[src/common/dcf_pkg.sv]
//////////////////////////////////////////////////////////////////////////////
// Purpose: Shared constants and types for the FIFO flag and threshold block.
// Assumes: One clock for the write side and the read side.
// Notes:   The widths, depths, threshold reset values and fall-through extra word used by the design are named here.
//////////////////////////////////////////////////////////////////////////////
package dcf_pkg;

    // Data path, threshold and count widths.
    localparam int unsigned DATA_W    = 18;
    localparam int unsigned OFS_W     = 12;
    localparam int unsigned CNT_W     = 14;

    // Default depth, and the depth steps that pick the threshold defaults.
    localparam int unsigned DEPTH_DEF = 256;
    localparam int unsigned DEPTH_S   = 256;
    localparam int unsigned DEPTH_M   = 512;

    // Threshold reset values per depth step.
    localparam logic [OFS_W-1:0] AE_DEF_S   = 12'h01f;
    localparam logic [OFS_W-1:0] AE_DEF_M   = 12'h03f;
    localparam logic [OFS_W-1:0] AE_DEF_L   = 12'h07f;

    // Extra word held by the output register in fall-through mode.
    localparam logic [CNT_W-1:0] FT_EXTRA   = 14'h0001;

    // Read-clock edges from a write into an empty FIFO to the word on the outputs.
    localparam int unsigned FT_LAT_EDGES    = 3;

    // Clock period in nanoseconds.
    localparam int unsigned CLK_PERIOD_NS   = 20;

    // Mode strap positions as sampled during reset.
    typedef struct packed {
        logic fall_through_mode;
        logic psync;
    } dcf_cfg_t;

    // Threshold register selected by the load sequence.
    typedef enum logic [0:0] {
        SEL_AE = 1'b0,
        SEL_AF = 1'b1
    } dcf_sel_t;

endpackage

[src/hw/dcf_buf2.sv]
//////////////////////////////////////////////////////////////////////////////
// Purpose: Two-entry buffer with valid and ready on both sides.
// Assumes: Single clock, synchronous active-low reset.
// Notes:   Input ready is high whenever fewer than two words are held.
//////////////////////////////////////////////////////////////////////////////
`timescale 1ns/1ps
module dcf_buf2 #(
    parameter int unsigned W = dcf_pkg::DATA_W
) (
    // Clock and reset
    input  wire logic         clk_i,
    input  wire logic         nrst_i,
    // Filling side
    input  wire logic         in_valid_i,
    output logic              in_ready_o,
    input  wire logic [W-1:0] in_data_i,
    // Draining side
    output logic              out_valid_o,
    input  wire logic         out_ready_i,
    output logic [W-1:0]      out_data_o
);

    logic [W-1:0] head_r;
    logic [W-1:0] tail_r;
    logic [1:0]   cnt_r;
    logic         push;
    logic         pop;

    assign in_ready_o  = (cnt_r != 2'h2);
    assign out_valid_o = (cnt_r != 2'h0);
    assign out_data_o  = head_r;
    assign push        = in_valid_i & in_ready_o;
    assign pop         = out_valid_o & out_ready_i;

    always_ff @(posedge clk_i) begin
        if (!nrst_i) begin
            cnt_r <= 2'h0;
        end else begin
            cnt_r <= cnt_r + {1'b0, push} - {1'b0, pop};
        end
    end

    // A word that arrives while the head leaves slides straight into place.
    always_ff @(posedge clk_i) begin
        if (!nrst_i) begin
            head_r <= '0;
            tail_r <= '0;
        end else begin
            if (pop) begin
                head_r <= (cnt_r == 2'h2) ? tail_r : in_data_i;
                if (push && cnt_r == 2'h2) begin
                    tail_r <= in_data_i;
                end
            end else if (push) begin
                if (cnt_r == 2'h0) begin
                    head_r <= in_data_i;
                end else begin
                    tail_r <= in_data_i;
                end
            end
        end
    end

endmodule

[src/hw/dcf_flags_top.sv]
//////////////////////////////////////////////////////////////////////////////
// Purpose: FIFO with status flags, threshold registers and output enable.
// Assumes: Write and read sides share clk_i; nrst_i is synchronous.
// Notes:   Flags are active low at the pins, as on the device they model.
//////////////////////////////////////////////////////////////////////////////
`timescale 1ns/1ps
module dcf_flags_top #(
    parameter int unsigned DEPTH = dcf_pkg::DEPTH_DEF,
    parameter int unsigned DW    = dcf_pkg::DATA_W
) (
    // Clock and reset
    input  wire logic          clk_i,
    input  wire logic          nrst_i,
    // Write port
    input  wire logic [DW-1:0] write_data_i,
    input  wire logic          write_en_n_i,
    input  wire logic          threshold_load_n_i,
    // Read port
    input  wire logic          read_en_n_i,
    input  wire logic          output_enable_n_i,
    output logic [DW-1:0]      read_data_bus_o,
    output logic               read_data_bus_oe_o,
    // Mode straps
    input  wire logic          first_load_n_i,
    input  wire logic          write_expansion_in_n_i,
    input  wire logic          read_expansion_in_n_i,
    // Flags
    output logic               full_flag_n_o,
    output logic               empty_flag_n_o,
    output logic               almost_full_flag_n_o,
    output logic               almost_empty_flag_n_o
);

    localparam int unsigned          AW     = $clog2(DEPTH);
    localparam int unsigned          CW     = dcf_pkg::CNT_W;
    localparam logic [CW-1:0]        CAP_SD = CW'(DEPTH);
    localparam logic [AW-1:0]        PTR_MX = AW'(DEPTH - 1);
    localparam logic [dcf_pkg::OFS_W-1:0] AE_DEF =
        (DEPTH <= dcf_pkg::DEPTH_S) ? dcf_pkg::AE_DEF_S :
        (DEPTH <= dcf_pkg::DEPTH_M) ? dcf_pkg::AE_DEF_M : dcf_pkg::AE_DEF_L;
    localparam logic [dcf_pkg::OFS_W-1:0] AF_DEF = AE_DEF;

    ////////////////////////////////////////////////////////////////////////////
    // Mode straps.

    dcf_pkg::dcf_cfg_t cfg_r;
    logic [CW-1:0]     cap;

    // Straps are caught by the clock while reset is held, never asynchronously.
    always_ff @(posedge clk_i) begin
        if (!nrst_i) begin
            cfg_r.fall_through_mode  <= !read_expansion_in_n_i && write_expansion_in_n_i;
            cfg_r.psync <= first_load_n_i;
        end
    end

    assign cap = cfg_r.fall_through_mode ? (CAP_SD + dcf_pkg::FT_EXTRA) : CAP_SD;

    ////////////////////////////////////////////////////////////////////////////
    // Request decode.

    logic          wr_req;
    logic          ofs_wr;
    logic          ofs_rd_req;
    logic          ofs_rd;
    logic          full_int;
    logic          b_in_ready;
    logic          b_out_valid;
    logic          b_out_ready;
    logic [DW-1:0] b_out_data;
    logic          accept;
    logic          push;
    logic          rd_std;
    logic          ft_read;
    logic          ft_load;
    logic          pop;
    logic          ovalid_r;
    logic          mem_ne_d_r;
    logic [CW-1:0] mcnt_r;
    logic [CW-1:0] total_r;

    assign wr_req     = !write_en_n_i && threshold_load_n_i;
    assign ofs_wr     = !write_en_n_i && !threshold_load_n_i;
    assign ofs_rd_req = !read_en_n_i && !threshold_load_n_i;
    assign ofs_rd     = ofs_rd_req && !cfg_r.fall_through_mode;
    assign accept     = wr_req && !full_int && b_in_ready;
    assign b_out_ready = (mcnt_r != CAP_SD);
    assign push       = b_out_valid && b_out_ready;
    assign rd_std     = !cfg_r.fall_through_mode && threshold_load_n_i && !read_en_n_i
                        && (mcnt_r != '0);
    assign ft_read    = cfg_r.fall_through_mode && threshold_load_n_i && !read_en_n_i && ovalid_r;
    // The word must have sat in storage one extra edge before it falls through.
    assign ft_load    = cfg_r.fall_through_mode && mem_ne_d_r && (mcnt_r != '0)
                        && (!ovalid_r || ft_read);
    assign pop        = rd_std || ft_load;

    ////////////////////////////////////////////////////////////////////////////
    // Write-side buffer and storage.

    // The buffer lets a word be taken even when storage is busy for a cycle.
    dcf_buf2 #(
        .W (DW)
    ) u_wbuf (
        .clk_i       (clk_i),
        .nrst_i      (nrst_i),
        .in_valid_i  (wr_req && !full_int),
        .in_ready_o  (b_in_ready),
        .in_data_i   (write_data_i),
        .out_valid_o (b_out_valid),
        .out_ready_i (b_out_ready),
        .out_data_o  (b_out_data)
    );

    logic [DW-1:0] mem_r [DEPTH];
    logic [AW-1:0] wptr_r;
    logic [AW-1:0] rptr_r;

    always_ff @(posedge clk_i) begin
        if (push) begin
            mem_r[wptr_r] <= b_out_data;
        end
    end

    always_ff @(posedge clk_i) begin
        if (!nrst_i) begin
            wptr_r <= '0;
            rptr_r <= '0;
        end else begin
            if (push) begin
                wptr_r <= (wptr_r == PTR_MX) ? '0 : wptr_r + 1'b1;
            end
            if (pop) begin
                rptr_r <= (rptr_r == PTR_MX) ? '0 : rptr_r + 1'b1;
            end
        end
    end

    ////////////////////////////////////////////////////////////////////////////
    // Word counts.

    logic [CW-1:0] mcnt_nxt;
    logic [CW-1:0] total_nxt;
    logic          ovalid_nxt;

    assign mcnt_nxt   = mcnt_r + CW'(push) - CW'(pop);
    assign total_nxt  = total_r + CW'(accept) - CW'(rd_std) - CW'(ft_read);
    assign ovalid_nxt = ft_load ? 1'b1 : (ft_read ? 1'b0 : ovalid_r);

    always_ff @(posedge clk_i) begin
        if (!nrst_i) begin
            mcnt_r     <= '0;
            total_r    <= '0;
            ovalid_r   <= 1'b0;
            mem_ne_d_r <= 1'b0;
        end else begin
            mcnt_r     <= mcnt_nxt;
            total_r    <= total_nxt;
            ovalid_r   <= ovalid_nxt;
            mem_ne_d_r <= (mcnt_r != '0);
        end
    end

    ////////////////////////////////////////////////////////////////////////////
    // Threshold registers and their load sequences.

    logic [dcf_pkg::OFS_W-1:0] ae_thr_r;
    logic [dcf_pkg::OFS_W-1:0] af_thr_r;
    dcf_pkg::dcf_sel_t         wsel_r;
    dcf_pkg::dcf_sel_t         rsel_r;

    // The write pointer only moves on a load write, so raising the load pin
    // between writes keeps the place in the sequence.
    always_ff @(posedge clk_i) begin
        if (!nrst_i) begin
            ae_thr_r <= AE_DEF;
            af_thr_r <= AF_DEF;
            wsel_r   <= dcf_pkg::SEL_AE;
        end else if (ofs_wr) begin
            case (wsel_r)
                dcf_pkg::SEL_AE: begin
                    ae_thr_r <= write_data_i[dcf_pkg::OFS_W-1:0];
                    wsel_r   <= dcf_pkg::SEL_AF;
                end
                dcf_pkg::SEL_AF: begin
                    af_thr_r <= write_data_i[dcf_pkg::OFS_W-1:0];
                    wsel_r   <= dcf_pkg::SEL_AE;
                end
                default: begin
                    wsel_r <= dcf_pkg::SEL_AE;
                end
            endcase
        end
    end

    always_ff @(posedge clk_i) begin
        if (!nrst_i) begin
            rsel_r <= dcf_pkg::SEL_AE;
        end else if (ofs_rd) begin
            rsel_r <= (rsel_r == dcf_pkg::SEL_AE) ? dcf_pkg::SEL_AF : dcf_pkg::SEL_AE;
        end
    end

    ////////////////////////////////////////////////////////////////////////////
    // Output register and enable.

    logic [DW-1:0] q_r;

    always_ff @(posedge clk_i) begin
        if (!nrst_i) begin
            q_r <= '0;
        end else if (rd_std || ft_load) begin
            q_r <= mem_r[rptr_r];
        end else if (ofs_rd) begin
            q_r <= (rsel_r == dcf_pkg::SEL_AE) ? DW'(ae_thr_r) : DW'(af_thr_r);
        end
    end

    assign read_data_bus_o    = q_r;
    assign read_data_bus_oe_o = !output_enable_n_i;

    ////////////////////////////////////////////////////////////////////////////
    // Status flags.

    logic                    ffir_r;
    logic                    efor_r;
    logic                    paf_r;
    logic                    pae_r;
    logic                    paf_s_r;
    logic                    pae_s_r;
    logic                    full_nxt;
    logic                    af_lvl;
    logic                    ae_lvl;
    logic [CW-1:0]           ae_lim;

    assign full_nxt = (total_nxt >= cap);
    assign af_lvl   = (total_nxt + CW'(af_thr_r)) >= cap;
    assign ae_lim   = CW'(ae_thr_r) + (cfg_r.fall_through_mode ? dcf_pkg::FT_EXTRA : '0);
    assign ae_lvl   = (total_nxt <= ae_lim);
    assign full_int = cfg_r.fall_through_mode ? ffir_r : !ffir_r;

    always_ff @(posedge clk_i) begin
        if (!nrst_i) begin
            ffir_r <= 1'b1;
        end else begin
            ffir_r <= cfg_r.fall_through_mode ? full_nxt : !full_nxt;
        end
    end

    // Output ready falls with the word and rises only after a true read.
    always_ff @(posedge clk_i) begin
        if (!nrst_i) begin
            efor_r <= !read_expansion_in_n_i && write_expansion_in_n_i;
        end else begin
            efor_r <= cfg_r.fall_through_mode ? !ovalid_nxt : (mcnt_nxt != '0);
        end
    end

    always_ff @(posedge clk_i) begin
        if (!nrst_i) begin
            paf_r   <= 1'b1;
            pae_r   <= 1'b0;
            paf_s_r <= 1'b1;
            pae_s_r <= 1'b0;
        end else begin
            paf_r   <= !af_lvl;
            pae_r   <= !ae_lvl;
            paf_s_r <= paf_r;
            pae_s_r <= pae_r;
        end
    end

    // With one clock the synchronous partial flags add one edge of settling
    // in place of a crossing into the opposite side's domain.
    assign full_flag_n_o         = ffir_r;
    assign empty_flag_n_o        = efor_r;
    assign almost_full_flag_n_o  = cfg_r.psync ? paf_s_r : paf_r;
    assign almost_empty_flag_n_o = cfg_r.psync ? pae_s_r : pae_r;
endmodule

[config.mk]
export PLATFORM = sky130hd
export DESIGN_NAME = dcf_flags_top
export DESIGN_NICKNAME = d
export VERILOG_FILES = /design/src/common/dcf_pkg.sv /design/src/hw/dcf_buf2.sv /design/src/hw/dcf_flags_top.sv
export SDC_FILE = /design/constraint.sdc
export NUM_CORES = 2
export LEC_CHECK = 0
export BUFFER_PORTS_ARGS = -buffer_cell sky130_fd_sc_hd__buf_2
export CAP_MARGIN = 20
export CORE_MARGIN = 5
export CORE_UTILIZATION = 60
export DETAILED_ROUTE_END_ITERATION = 8
export GPL_TIMING_DRIVEN = 1
export PLACE_DENSITY = 0.75
export SYNTH_ARGS = -nofsm -noshare
export SYNTH_HDL_FRONTEND = slang
export SYNTH_HIERARCHICAL = 1
export SYNTH_MEMORY_MAX_BITS = 65536
export SYNTH_SLANG_ARGS = --single-unit
[constraint.sdc]
create_clock -name clk_i -period 10 [get_ports clk_i]
set_input_delay 0.5 -clock clk_i [delete_from_list [all_inputs] [get_ports clk_i]]
set_output_delay 0.5 -clock clk_i [all_outputs]
set_load 0.03 [all_outputs]
# [Yosys cells after proc, flatten, opt, wreduce, memory -nomap -nowiden]
# Memory sizes are Yosys's and may differ from the RTL's. A register that Yosys moved wholly into a read port is not among the register bits.
# Index checks and enable logic that the tools add are counted.
# Widths: inputs -> output; s select.
[op_classes] reduce_logical=44 order_cmp=3 muxes=29 addsub=11 eq_ne=7 bitwise_logic=3
[ops] cell="$mux 18" n=10
[ops] cell="$sub 14x1->14" n=3
[ops] cell="$mux 8" n=4
[ops] cell="$add 14x1->14" n=2
[ops] cell="$ge 14x9->1" n=2
[ops] cell="$reduce_bool 14->1" n=2
[ops] cell="$logic_and 1x1->1" n=18
[ops] cell="$add 8x1->8 const B" n=2
[ops] cell="$eq 8x8->1 const B" n=2
[ops] cell="$add 14x12->14" n=1
[ops] cell="$le 14x13->1" n=1
[ops] cell="$ne 14x9->1 const B" n=1
[ops] cell="$add 12x1->13" n=1
[ops] cell="$logic_not 1->1" n=13
[ops] cell="$mux 1" n=13
[ops] cell="$mux 12" n=1
[ops] cell="$reduce_bool 2->1" n=4
[ops] cell="$reduce_and 2->1" n=3
[ops] cell="$ne 2x2->1 const B" n=2
[ops] cell="$reduce_and 3->1" n=1
[ops] cell="$add 2x1->2" n=1
[ops] cell="$and 1x1->1" n=2
[ops] cell="$eq 2x2->1 const B" n=1
[ops] cell="$logic_not 2->1" n=1
[ops] cell="5 further kinds" n=6
[word_totals] mem_count=1 out_inout_bits=23 in_bits=27 reg_bits=136 mem_bits_rw=4608 elab_cells=120
[mem_list] memory="mem_r" words=256 width=18 rd=1 rd_ports_with_merged_regs=1 wr=1 line="dcf_flags_top.sv:114" rtl="logic [DW-1:0] mem_r [DEPTH];"

# [Logic depth before layout (Yosys ltp)]
[depth] depth_word=11 ltp_mapped=25 depth_no_buf=25

# [Cells and area by module]
# The synthesis kept the hierarchy.
[modules_own_cells] module="dcf_flags_top" seq_area_each_um2=140514.8 area_each_um2=181963.3 cells_each=7681 instances=1
[modules_own_cells] module="dcf_buf2" seq_area_each_um2=760.7 area_each_um2=1606.5 cells_each=160 instances=1

# [Worst setup path before layout]
# No wires, ideal clock.
[synth_timing] kind="register to register" start="register mcnt_r[2]" end="register paf_r" t_arrival_ps=5396 synth_period_minus_slack_ps=5470 stages_incl_launch_ff=24 required_ps=9926 setup_ps=74 n_path_buf=0 path_slack_ps=4530 cell_sequence="dfxtp_1 > inv_1 > ha_1 > and4b_1 > nand4_1 > and3_1 > fa_1 > inv_1 > ha_1 > ha_1 > a211oi_1 > o21ai_0 > a2111oi_0 > nor2_1 > xor2_1 > ha_1 > o21a_1 > nor2_1 > xnor2_1 > nand4_1 > or4_1 > a211oi_1 > or3b_2 > o21ai_0"
[synth_between] elab_chain_cells=7
[synth_rtl] item="from (decl)" line="dcf_flags_top.sv:79" rtl="logic [CW-1:0] mcnt_r;"
[synth_rtl] item="from (signal assigned)" line="dcf_flags_top.sv:156" rtl="mcnt_r <= mcnt_nxt;"
[synth_rtl] item="$reduce_bool 14->1" line="dcf_flags_top.sv:90" rtl="&& (mcnt_r != '0);"
[synth_rtl] item="$logic_and 1x1->1" line="dcf_flags_top.sv:90"
[synth_rtl] item="$sub 14x1->14 (2 in series)" line="dcf_flags_top.sv:146" rtl="assign total_nxt = total_r + CW'(accept) - CW'(rd_std) - CW'(ft_read);"
[synth_rtl] item="named net total_nxt[10]" line="dcf_flags_top.sv:142" rtl="logic [CW-1:0] total_nxt;"
[synth_rtl] item="$add 14x12->14" line="dcf_flags_top.sv:236" rtl="assign af_lvl = (total_nxt + CW'(af_thr_r)) >= cap;"
[synth_rtl] item="$ge 14x9->1" line="dcf_flags_top.sv:236"
[synth_rtl] item="$logic_not 1->1" line="dcf_flags_top.sv:265" rtl="paf_r <= !af_lvl;"
[synth_rtl] item="to (signal assigned)" line="dcf_flags_top.sv:265"
[synth_rtl] item="to (decl)" line="dcf_flags_top.sv:226" rtl="logic paf_r;"
# The timed path passes the listed nets, and every way through them passes these cells.
# A chain may end at the register's enable or synchronous reset.

# [Worst setup path in the final report]
[layout_timing] start="register cfg_r[1] (netlist name)" end="register paf_r"
[layout_between] elab_chain_cells=10 word_cells_on_any_way=18 cone_classes="4 x add/sub; 1 x order compare; 2 x mux; 11 x reduce/logical"
[layout_rtl] item="from (decl)" line="dcf_flags_top.sv:46" rtl="dcf_pkg::dcf_cfg_t cfg_r;"
[layout_rtl] item="$mux 1" line="dcf_flags_top.sv:239" rtl="assign full_int = cfg_r.fall_through_mode ? ffir_r : !ffir_r;"
[layout_rtl] item="$logic_not 1->1" line="dcf_flags_top.sv:86" rtl="assign accept = wr_req && !full_int && b_in_ready;"
[layout_rtl] item="$logic_and 1x1->1 (2 in series)" line="dcf_flags_top.sv:86"
[layout_rtl] item="$add 14x1->14" line="dcf_flags_top.sv:146"
[layout_rtl] item="$sub 14x1->14" line="dcf_flags_top.sv:146"
[layout_rtl] item="$sub 14x1->14 (*)" line="dcf_flags_top.sv:146"
[layout_rtl] item="named net total_nxt[10]" line="dcf_flags_top.sv:142"
[layout_rtl] item="$add 14x12->14 (*)" line="dcf_flags_top.sv:236"
[layout_rtl] item="$ge 14x9->1 (*)" line="dcf_flags_top.sv:236"
[layout_rtl] item="$logic_not 1->1 (*)" line="dcf_flags_top.sv:265"
# The timed path passes the listed nets; every way through them passes the cells marked *.

==> flow_summary.yaml <==
place:
  place_inst: 11928
  dpl.hpwl_mm: 244
  portBuffers: 49
  gp_congestion: 0.867
finish:
  finalNetCount: 8412
  drive_above_1_share_pct: 31.6
  syn2layout_area_growth_pct: 12.0
  fill_cells: 17957
  layout.cells.non_filler: 12789
timing:
  period_minus_slack_ns: 6.72
  whs_ns: 0.160
  fmax_mhz: 149
  finalSetupViolations: 0
  worst_pin_slew_ns: 1.28
  tns_ns: 0
  fin_crit_sh_pct: 67.2
  maxSlewViolCount: 0
  rsz0062_at_grt: "no"
  finalHoldViolCount: 0
  fin_worst_skew_ns: 0.0481
  relSlewSlack_pct: 14.8
logic_synthesis:
  ys_seq_area_share_pct: 77.0
  synth_area_leaders: "edfxtp_1 (75%), mux4_2 (18%), dfxtp_1 (1.5%), nor2_1 (0.72%), ha_1 (0.48%)"
  syn_nets: 7942
  syn_area_mm2: 0.184
  synthDistinctLibCells: 70
  yosysWarnings: 6
  synthArstFlopShare_pct: 0
  syn_avg_cell_area_um2: 23.4
  synth_edf_count: 4610
  synth_top_area_cell: "edfxtp_1"
  synth_seq_cells: 4752
  synth_cells: 7841
  synth.top_cell.area_share_pct: 75.4
  synth_flop_cell: "edfxtp_1"
worst_setup_path:
  path_class: "reg2reg"
  worstPathArrival_ns: 7.60
  cp_max_fo: 9
  cp-end-kind: "flip-flop"
  worstPathRequired_ns: 10.88
  critPathLaunchType: "flip-flop"
clocking:
  clk_pin_slew_ns: 0.06
  cts_tree: "built"
  cts_buffers: 443
  cts_root_buffer: "clkbuf_16"
  cts_sinks: 4752
  cts_max_level: 5
  ctsResizeCount: 0
  cts.path.max_buffers: 4
  insertion_delay_ns: 0.98
power:
  seqPwrFrac_pct: 50.6
  combPwrFrac_pct: 15.8
  p_sw_share_pct: 26.3
  internal_power_mw: 36.7
  leakage_nw: 63.1
  switchingPower_mw: 13.1
  p_per_area_mw_per_mm2: 242
  power_frac_clock_pct: 33.6
  vdd_drop_max_mv: 0.170
drt:
  postRouteAntennaNets: 0
  first_pass_iters: 6
  vias_per_cell: 6.87
  dr_total_vias: 87864
  drcViolationCount: 0
  drt_iter0_drc: 13886
  routed_wl_mm: 457
  wl_per_cell_um: 35.7
grt:
  grt_pass1_vias: 89105
  grt_pass1_wl_mm: 654
  track_usage_pct: 28.9
  grt_max_degree: 178
  overflow: 0
  antenna_found_initial: 22
floorplanning:
  io_pins: 50
  rows: 203
  core-area_mm2: 0.305
  die_x_um: 563
  die_area_mm2: 0.317
  initial_core_util_pct: 60.1
  die_y_um: 563
run_status:
  status: "complete, no violations"
hold_path:
  hp-class: "in2reg"
flow_run:
  maxCapViolCount: 0
==> final cells by class <==
class	count	area (um2)	share of cell area (%)
inverter	67	251	0.122
tap	4100	5130	2.49
sequential	4752	141000	68.7
timing repair buffer	438	3800	1.85
clock buffer	554	11700	5.69
clock inverter	259	2600	1.27
multi-input combinational	2609	40700	19.8
antenna	10	25.0	0.0122
==> registers in the layout (all words and copies together), names as in the netlist, 2 cells and up, named ones only <==
register           count
ae_thr_r              12
af_thr_r              12
cfg_r                  2
mcnt_r                14
mem_r               4608
read_data_bus_o       18
rptr_r                 8
total_r               14
u_wbuf/cnt_r           2
u_wbuf/out_data_o     18
u_wbuf/tail_r         18
wptr_r                 8
==> repair_timing <==
| action | CTS | global route |
|---|---|---|
| hold endpoints to repair | 65 | 0 |
| setup buffers | 0 | 0 |
| hold buffers | 24 | 0 |
==> layout by cell type (no fill, tap or decap), types with 97 or more instances in the layout <==
cell type | netlist | final
clkbuf_16 | 0 | 449
clkbuf_1 | 221 | 97
clkinv_1 | 0 | 104
buf_4 | 6 | 320
mux4_2 | 1488 | 1488
edfxtp_1 | 4610 | 4610
nor2_2 | 0 | 160
nor2_1 | 352 | 186
nand2_1 | 184 | 171
dfxtp_1 | 142 | 118
==> cell usage after synthesis, types with 5 or more instances <==
cell / n
nor2b_1: 17
a21o_1: 5
mux4_2: 1488
dfxtp_1: 142
and2_1: 25
a21boi_0: 20
buf_6: 5
clkbuf_1: 221
o211ai_1: 7
mux2i_1: 64
nand2b_1: 8
or3_1: 6
o221a_1: 10
and3_1: 12
o21ai_0: 23
nand4_1: 23
xnor2_1: 31
buf_4: 6
o21a_1: 27
a22oi_1: 7
inv_1: 67
a211oi_1: 19
buf_1: 40
xor2_1: 18
or4_1: 7
o21bai_1: 5
ha_1: 70
o221a_2: 9
a21oi_1: 52
edfxtp_1: 4610
o22ai_1: 17
a2111oi_0: 5
buf_2: 140
nor3_1: 13
nor2_1: 352
nand2_1: 184
nand3_1: 33
==> worst paths after layout <==
check | start | to | slack [ns] | cells after the start
max | cfg_r[1]$_DFFE_PN_ | paf_r$_SDFF_PN1_ | 3.28 | 22
min | nrst_i | paf_s_r$_SDFF_PN1_ | 0.16 | 2
max reg2reg | cfg_r[1]$_DFFE_PN_ | paf_r$_SDFF_PN1_ | 3.28 | 22
min reg2reg | paf_r$_SDFF_PN1_ | paf_s_r$_SDFF_PN1_ | 0.45 | 1
==> metal layers <==
metal	global-route usage, %	part of all wire [%]	vias up
li1	-	-	34329
met1	41.7	36	46463
met2	45.0	48	6184
met3	6.43	12	870
met4	9.94	3.9	18
met5	0	0.026	-
==> power groups by stage <==
stage                     Sequential [mW]  Combinational (mW)  Clock, mW
after floorplan                      26.5                4.33          0
after global placement               25.6                7.40          0
after detailed placement             25.7                7.66          0
after CTS                            25.2                7.76       16.9
after global routing                 25.3                8.38       17.8
final                                25.2                7.90       16.7
==> metrics by stage <==
stage | power [mW] | util, % | setup slack, ns | area, um2
floorplan | 30.8 | - | 4.53 | 184000
global placement | 33.0 | 62.4 | 2.77 | 191000
detailed placement | 33.3 | 62.5 | 2.77 | 191000
CTS | 49.9 | 67.2 | 2.69 | 205000
global route | 51.5 | 67.3 | 2.68 | 206000
finish | 49.8 | 67.4 | 3.28 | 206000
==> critical path, cell delays in order, from the launching register on <==
cell       delay (ns)
edfxtp_1         0.58
xnor2_1          0.21
nor3b_1          0.20
clkbuf_4         0.24
nand2_1          0.09
fa_1             0.56
inv_1            0.06
ha_1             0.18
ha_1             0.24
a211oi_1         0.29
o21ai_0          0.19
a2111oi_0        0.83
nor2_1           0.13
xor2_1           0.38
ha_1             0.32
o21a_1           0.11
nor2_1           0.13
xnor2_1          0.23
nand4_1          0.13
or4_1            0.56
a211oi_1         0.34
or3b_2           0.48
o21ai_0          0.15
==> kinds of logic after synthesis <==
kind of cell,count (synthesis),synth area share [%]
adder cells (fa/ha/maj),74,0.521
XOR/XNOR,49,0.234
buffers and inverters,480,1.11
AO/OA/AOI/OAI,226,0.868
flip-flops,4752,77.0
multiplexers,1557,18.6
AND/OR/NAND/NOR,703,1.67
Note: power is estimated with default switching activity, not from simulation.
